### src/hdl/dpm_pkg.sv
// Purpose: Shared constants and carrier types for the dual-port mailbox host controller
// Assumes: One port of the dual-port RAM is driven by this controller
// Notes: Pin levels follow the device: enables and strobes are active low

package dpm_pkg;

    // ************************************************************
    // Geometry
    // ************************************************************
    localparam int unsigned ADDR_W = 16;
    localparam int unsigned DATA_W = 16;
    localparam int unsigned SEM_IDX_W = 3;

    // ************************************************************
    // Mailbox addresses
    // ************************************************************
    localparam logic [15:0] MBOX_LEFT_ADDR = 16'hFFFE;
    localparam logic [15:0] MBOX_RIGHT_ADDR = 16'hFFFF;

    // ************************************************************
    // Timing at 125 MHz
    // ************************************************************
    localparam int unsigned CLK_PERIOD_NS = 8;
    localparam int unsigned ACCESS_NS = 20;
    localparam int unsigned SETUP_NS = 10;
    localparam int unsigned ACCESS_CYC =
        (ACCESS_NS + CLK_PERIOD_NS - 1) / CLK_PERIOD_NS;
    localparam int unsigned SETUP_CYC =
        (SETUP_NS + CLK_PERIOD_NS - 1) / CLK_PERIOD_NS;
    localparam int unsigned CNT_W = 4;

    // ************************************************************
    // Reset values
    // ************************************************************
    localparam logic [15:0] ADDR_RST = 16'h0000;
    localparam logic [15:0] DATA_RST = 16'h0000;
    localparam logic [3:0] CNT_RST = 4'h0;

    // ************************************************************
    // Types
    // ************************************************************
    typedef enum logic [1:0] {
        DPM_OP_RAM_RD,
        DPM_OP_RAM_WR,
        DPM_OP_SEM_RD,
        DPM_OP_SEM_WR
    } dpm_op_e;

    typedef struct packed {
        dpm_op_e op;
        logic [15:0] addr;
        logic [15:0] wdata;
    } dpm_req_s;

    typedef struct packed {
        logic ce_n;
        logic rw_n;
        logic oe_n;
        logic token_space_select_n;
        logic [15:0] addr;
    } dpm_pins_s;

endpackage : dpm_pkg

### src/hdl/dpm_host.sv
// Purpose: Host-side controller driving one port of the dual-port mailbox RAM
// Assumes: Single clock; device pins asynchronous, inputs synchronised
// Notes: One request at a time; busy and irq inputs only observed

`timescale 1ns/1ps

module dpm_host #(
    parameter bit IS_LEFT = 1'b1
) (
    input wire logic clk,
    input wire logic rst,
    input wire logic req_valid,
    input wire dpm_pkg::dpm_req_s req,
    output logic req_ready,
    output logic rsp_valid,
    output logic [15:0] rsp_rdata,
    output logic rsp_token_won,
    output logic rsp_blocked,
    output logic mbox_irq,
    output dpm_pkg::dpm_pins_s pins,
    output logic [15:0] dq_out,
    output logic dq_oe_n,
    input wire logic [15:0] dq_in,
    input wire logic mailbox_irq_n,
    input wire logic busy_n
);

    // ************************************************************
    // Input synchronisers
    // ************************************************************
    logic [15:0] dq_s1_q, dq_s2_q;
    logic irq_s1_q, irq_s2_q, busy_s1_q, busy_s2_q;
    // Busy reaches this port as one line: in a depth-expanded array it is
    // the AND of every part's indication, and a width-expanded array has a
    // single master driving it. In slave mode the board ties it high; a low
    // level only blocks writes, so it is observed here and never acted on.

    always_ff @(posedge clk or posedge rst) begin
        if (rst) begin
            dq_s1_q <= dpm_pkg::DATA_RST;
            dq_s2_q <= dpm_pkg::DATA_RST;
            // Idle-high reset values avoid a false flag or busy after reset
            irq_s1_q <= 1'b1;
            irq_s2_q <= 1'b1;
            busy_s1_q <= 1'b1;
            busy_s2_q <= 1'b1;
        end else begin
            dq_s1_q <= dq_in;
            dq_s2_q <= dq_s1_q;
            irq_s1_q <= mailbox_irq_n;
            irq_s2_q <= irq_s1_q;
            busy_s1_q <= busy_n;
            busy_s2_q <= busy_s1_q;
        end
    end

    // ************************************************************
    // Sequencer
    // ************************************************************
    // Fixed access length: the far side never stretches a cycle, so
    // no ready input is needed and a hung device cannot stall the sequencer
    typedef enum logic [1:0] {
        DPM_IDLE,
        DPM_SETUP,
        DPM_STROBE,
        DPM_DONE
    } dpm_state_e;

    dpm_state_e state_q, state_d;
    logic [3:0] cnt_q, cnt_d;
    dpm_pkg::dpm_req_s cur_q;
    logic busy_seen_q;

    wire is_sem = (cur_q.op == dpm_pkg::DPM_OP_SEM_RD) || (cur_q.op == dpm_pkg::DPM_OP_SEM_WR);
    wire is_wr = (cur_q.op == dpm_pkg::DPM_OP_RAM_WR) || (cur_q.op == dpm_pkg::DPM_OP_SEM_WR);
    wire active = (state_q == DPM_SETUP) || (state_q == DPM_STROBE);
    wire take = (state_q == DPM_IDLE) && req_valid;
    wire cnt_end = (cnt_q == 4'h0);
    // Token space uses only the low index bits
    wire [15:0] pin_addr = is_sem ? {13'h0000, cur_q.addr[2:0]} : cur_q.addr;
    // Only bit 0 counts on a token write; drive the rest high for clarity
    wire [15:0] wr_data = is_sem ? {15'h7FFF, cur_q.wdata[0]} : cur_q.wdata;

    always_comb begin
        state_d = state_q;
        cnt_d = cnt_q;
        unique case (state_q)
            DPM_IDLE: begin
                if (req_valid) begin
                    state_d = DPM_SETUP;
                    cnt_d = 4'(dpm_pkg::SETUP_CYC - 1);
                end
            end
            DPM_SETUP: begin
                // Address and enables settle before the strobe
                if (cnt_end) begin
                    state_d = DPM_STROBE;
                    cnt_d = 4'(dpm_pkg::ACCESS_CYC - 1);
                end else begin
                    cnt_d = cnt_q - 4'h1;
                end
            end
            DPM_STROBE: begin
                if (cnt_end) begin
                    state_d = DPM_DONE;
                end else begin
                    cnt_d = cnt_q - 4'h1;
                end
            end
            DPM_DONE: begin
                state_d = DPM_IDLE;
            end
        endcase
    end

    always_ff @(posedge clk or posedge rst) begin
        if (rst) begin
            state_q <= DPM_IDLE;
            cnt_q <= dpm_pkg::CNT_RST;
        end else begin
            state_q <= state_d;
            cnt_q <= cnt_d;
        end
    end

    always_ff @(posedge clk or posedge rst) begin
        if (rst) begin
            cur_q <= '{op: dpm_pkg::DPM_OP_RAM_RD, addr: dpm_pkg::ADDR_RST,
                       wdata: dpm_pkg::DATA_RST};
        end else if (take) begin
            cur_q <= req;
        end
    end

    // ************************************************************
    // Pin drive, all registered
    // ************************************************************
    always_ff @(posedge clk or posedge rst) begin
        if (rst) begin
            // Idle port: both enables high puts it in standby
            pins <= '{ce_n: 1'b1, rw_n: 1'b1, oe_n: 1'b1, token_space_select_n: 1'b1,
                      addr: dpm_pkg::ADDR_RST};
            dq_out <= dpm_pkg::DATA_RST;
            dq_oe_n <= 1'b1;
        end else begin
            // Write strobe opens one cycle after the enables and closes one cycle
            // before them, so address and busy are settled around it
            pins.addr <= pin_addr;
            // Token access keeps RAM enable high
            pins.ce_n <= !(active && !is_sem);
            pins.token_space_select_n <= !(active && is_sem);
            pins.rw_n <= !((state_d == DPM_STROBE) && is_wr);
            // Read strobe held through the access so the token latch stays stable
            pins.oe_n <= !(active && !is_wr);
            dq_out <= wr_data;
            dq_oe_n <= !(active && is_wr);
        end
    end

    // ************************************************************
    // Response
    // ************************************************************
    // Blocked accesses are reported, not retried: retry policy is the caller's
    always_ff @(posedge clk or posedge rst) begin
        if (rst) begin
            busy_seen_q <= 1'b0;
        end else if (take) begin
            busy_seen_q <= 1'b0;
        end else if (state_q == DPM_STROBE && !busy_s2_q) begin
            // Write from the busy side never lands
            busy_seen_q <= 1'b1;
        end
    end

    // Result fields hold until the next response; rsp_valid marks a fresh one
    always_ff @(posedge clk or posedge rst) begin
        if (rst) begin
            req_ready <= 1'b0;
            rsp_valid <= 1'b0;
            rsp_rdata <= dpm_pkg::DATA_RST;
            rsp_token_won <= 1'b0;
            rsp_blocked <= 1'b0;
            mbox_irq <= 1'b0;
        end else begin
            req_ready <= (state_d == DPM_IDLE);
            rsp_valid <= (state_q == DPM_DONE);
            if (state_q == DPM_DONE) begin
                rsp_rdata <= dq_s2_q;
                // Flag reads 0 on the holding side
                rsp_token_won <= is_sem && !is_wr && !dq_s2_q[0];
                rsp_blocked <= busy_seen_q;
            end
            // Mailbox flag from the far side's write
            mbox_irq <= !irq_s2_q;
        end
    end

endmodule : dpm_host

### config.mk
export PLATFORM = sky130hd
export DESIGN_NAME = dpm_host
export DESIGN_NICKNAME = d
export VERILOG_FILES = /design/src/hdl/dpm_pkg.sv /design/src/hdl/dpm_host.sv
export SDC_FILE = /design/constraint.sdc
export NUM_CORES = 1
export LEC_CHECK = 0
export BUFFER_PORTS_ARGS = -buffer_cell sky130_fd_sc_hd__buf_4
export CAP_MARGIN = 10
export CORE_ASPECT_RATIO = 1.1
export CORE_MARGIN = 4
export CORE_UTILIZATION = 52
export DETAILED_ROUTE_END_ITERATION = 8
export PLACE_DENSITY_LB_ADDON = 0.1
export SLEW_MARGIN = 40
export SYNTH_ARGS = -nofsm -noshare
export SYNTH_HDL_FRONTEND = slang
export SYNTH_SLANG_ARGS = --single-unit
export TNS_END_PERCENT = 100
### constraint.sdc
create_clock -name clk -period 4.5 [get_ports clk]
set_clock_uncertainty 0.15 [all_clocks]
set_input_delay 0.225 -clock clk [delete_from_list [all_inputs] [get_ports clk]]
set_output_delay 0.225 -clock clk [all_outputs]
set_load 0.01 [all_outputs]
==> impl_metrics.py <==
metrics = {
    "synth": {
        "yosysTopAreaCell": "dfrtp_1",
        "netlist_area_um2": 4590,
        "synth_common_cells": "126 x dfrtp_1, 53 x mux2_2, 15 x or2_2, 13 x nor2b_1, 9 x dfstp_2",
        "synth_ff_type": "dfrtp_1",
        "synth_enable_flop_cells": 0,
        "synth_top_area_share": 0.686,
        "ys_types": 33,
        "ys_seq_area_frac": 0.738,
        "async_flop_share": 1.00,
        "yosysMostFrequentCell": "dfrtp_1",
        "ys_warn_count": 0,
        "synthCells": 276,
        "avgSynthCellArea_um2": 16.6,
        "ys_ff_latch": 135,
        "syn_nets": 338,
        "netlist_top_cells_area": "dfrtp_1 69%, mux2_2 13%, dfstp_2 5.1%",
    },
    "floorplan": {
        "fp.coreArea_um2": 8500,
        "fp.dieH_um": 107,
        "die_w_um": 97.6,
        "die_area_um2": 10400,
        "initial_core_util": 0.541,
        "io_pins": 113,
        "rows": 35,
    },
    "grt": {
        "grt_pass1_vias": 3180,
        "grtUsageTotal": 0.193,
        "grt_pass1_wl_um": 15500,
        "overflow": 0,
        "grt_start_max_net_pins": 93,
        "antenna_found_initial": 0,
    },
    "layout": {
        "drive_gt1_frac": 0.497,
        "layout.nets": 516,
        "areaGrowthSynthToFinish_pct": 46.5,
        "diodes": 0,
    },
    "setup_path": {
        "critPathKind": "reg2reg",
        "worst_setup_path_end_kind": "register",
        "start_kind": "register",
        "critPathRequiredTime_ps": 4740,
        "critPathMaxFanout": 20,
        "arrival_ps": 2700,
    },
    "timing": {
        "max_freq_mhz": 408,
        "maxSlewViolCount": 0,
        "min_period_over_period": 0.545,
        "setup_ws_ps": 2050,
        "layout_min_cycle_time_ps": 2450,
        "worst_slew_pin_slew_ps": 673,
        "timing.slew.headroom": 0.550,
        "setup_viol": 0,
        "rsz0062_at_grt": "false",
        "fin_tns_setup_ps": 0,
        "hold_viol": 0,
    },
    "hold_path": {
        "hp-class": "reg2reg",
    },
    "detailed_routing": {
        "drcViolationCount": 0,
        "post_drt_wl_per_cell_um": 15.6,
        "wl_um": 9030,
        "drt_iter0_drc": 78,
        "antenna_left": 0,
        "vias": 2808,
        "firstDrtPassIters": 4,
        "routed_via_density": 4.86,
    },
    "clock_tree": {
        "clk_pin_slew_ps": 60,
        "cts_resized": 0,
        "cts_buffer_depth": 2,
        "cts-buffers-inserted": 17,
        "root_buffer": "clkbuf_8",
        "htree_levels": 4,
        "cts_sinks": 135,
        "clk_latency_ps": 500,
        "cts_setup_buffers": 0,
        "cts_tree": "done",
    },
    "power_and_ir_drop": {
        "cellLeakagePower_uw": 0.00312,
        "ir_drop_uv": 377,
        "power_density_nw_per_um2": 701,
    },
    "placed_design": {
        "dp_slack_ps": 2040,
        "hpwl_um": 5530,
        "portBuffers": 112,
        "gp_congestion": 0.756,
    },
    "run": {
        "maxCapViolCount": 0,
    },
    "outcome": {
        "status": "completed",
    },
}
critical path: stages (launching register included):
cell	delay (ps)
dfrtp_1	400
inv_1	140
ha_1	380
nand2_1	490
buf_4	410
o211a_1	190
o21ba_1	170
where the power goes:
group	internal [µW]	switching, µW	leakage [µW]
clock network	916	535	0.000300
registers	1670	240	0.00158
logic	786	577	0.00123
total	3370	1350	0.00312
layer usage:
layer	vias to the layer above	GRT usage	part of all wire
li1	1300	-	-
met5	-	0	0
met2	87	0.335	0.54
met1	1407	0.217	0.37
met3	14	0.0807	0.068
met4	0	0.0603	0.016
sequential cells by signal, summed over array words and instances, names as in the netlist, 2 cells and up:
signal     cells
cnt_q          4
cur_q         34
dq_out        16
dq_s1_q       16
dq_s2_q       16
pins          20
rsp_rdata     16
state_q        2
placed cells by master (no fill, tap or decap), types with 6 or more instances in the layout:
| cell | n |
|---|---|
| buf_4 | 114 |
| clkbuf_16 | 16 |
| dfrtp_1 | 125 |
| dfstp_2 | 9 |
| dlygate4sd3_1 | 54 |
| ha_1 | 6 |
| inv_1 | 6 |
| mux2_2 | 53 |
| nor2b_1 | 13 |
| or2_2 | 15 |
cell families (layout without fill, tap and decap cells):
logic type,Yosys count,count (layout),share of synthesized area
flip-flops,135,135,0.738
multiplexers,53,53,0.130
AND/OR/NAND/NOR,50,50,0.0681
buffers and inverters,16,207,0.0147
AO/OA/AOI/OAI,15,15,0.0302
adder cells (fa/ha/maj),7,7,0.0191
repair_timing:
item	in CTS	in global routing
endpoints found under the hold margin	142	0
hold buffers	54	0
setup endpoints to repair	0	0
per-stage QoR:
| stage | hold slack, ps | utilization | instances | cell area, µm² | power (µW) |
|---|---|---|---|---|---|
| finish | 199 | 0.792 | 578 | 6730 | 4720 |
| global route | 196 | 0.792 | 578 | 6730 | 5000 |
| detailed placement | 186 | 0.654 | 492 | 5560 | 3250 |
| CTS | 188 | 0.792 | 578 | 6730 | 4770 |
| global placement | 181 | 0.653 | 492 | 5550 | 3190 |
| floorplan | 79.5 | - | 276 | 4590 | 2660 |
worst paths after layout:
kind	startpoint	to	slack, ps	depth (start not counted)
hold reg to reg	dq_s1_q[1]	dq_s2_q[1]	200	0
max in group asynchronous	rst	cur_q[33]	3000	4
setup reg to reg	state_q[0]	req_ready	2050	6
hold / removal	dq_s1_q[1]	dq_s2_q[1]	200	0
setup / recovery	state_q[0]	req_ready	2050	6
min in group asynchronous	rst	dq_s1_q[9]	210	3
cell type report:
cell class	count	area, µm²
Sequential cell	135	3390
Fill cell	506	1770
Timing Repair Buffer	168	1400
Multi-Input combinational cell	125	1140
Clock buffer	17	414
Clock inverter	15	218
Tap cell	111	139
Inverter	7	33.8
Note: power is estimated with default switching activity, not from simulation.
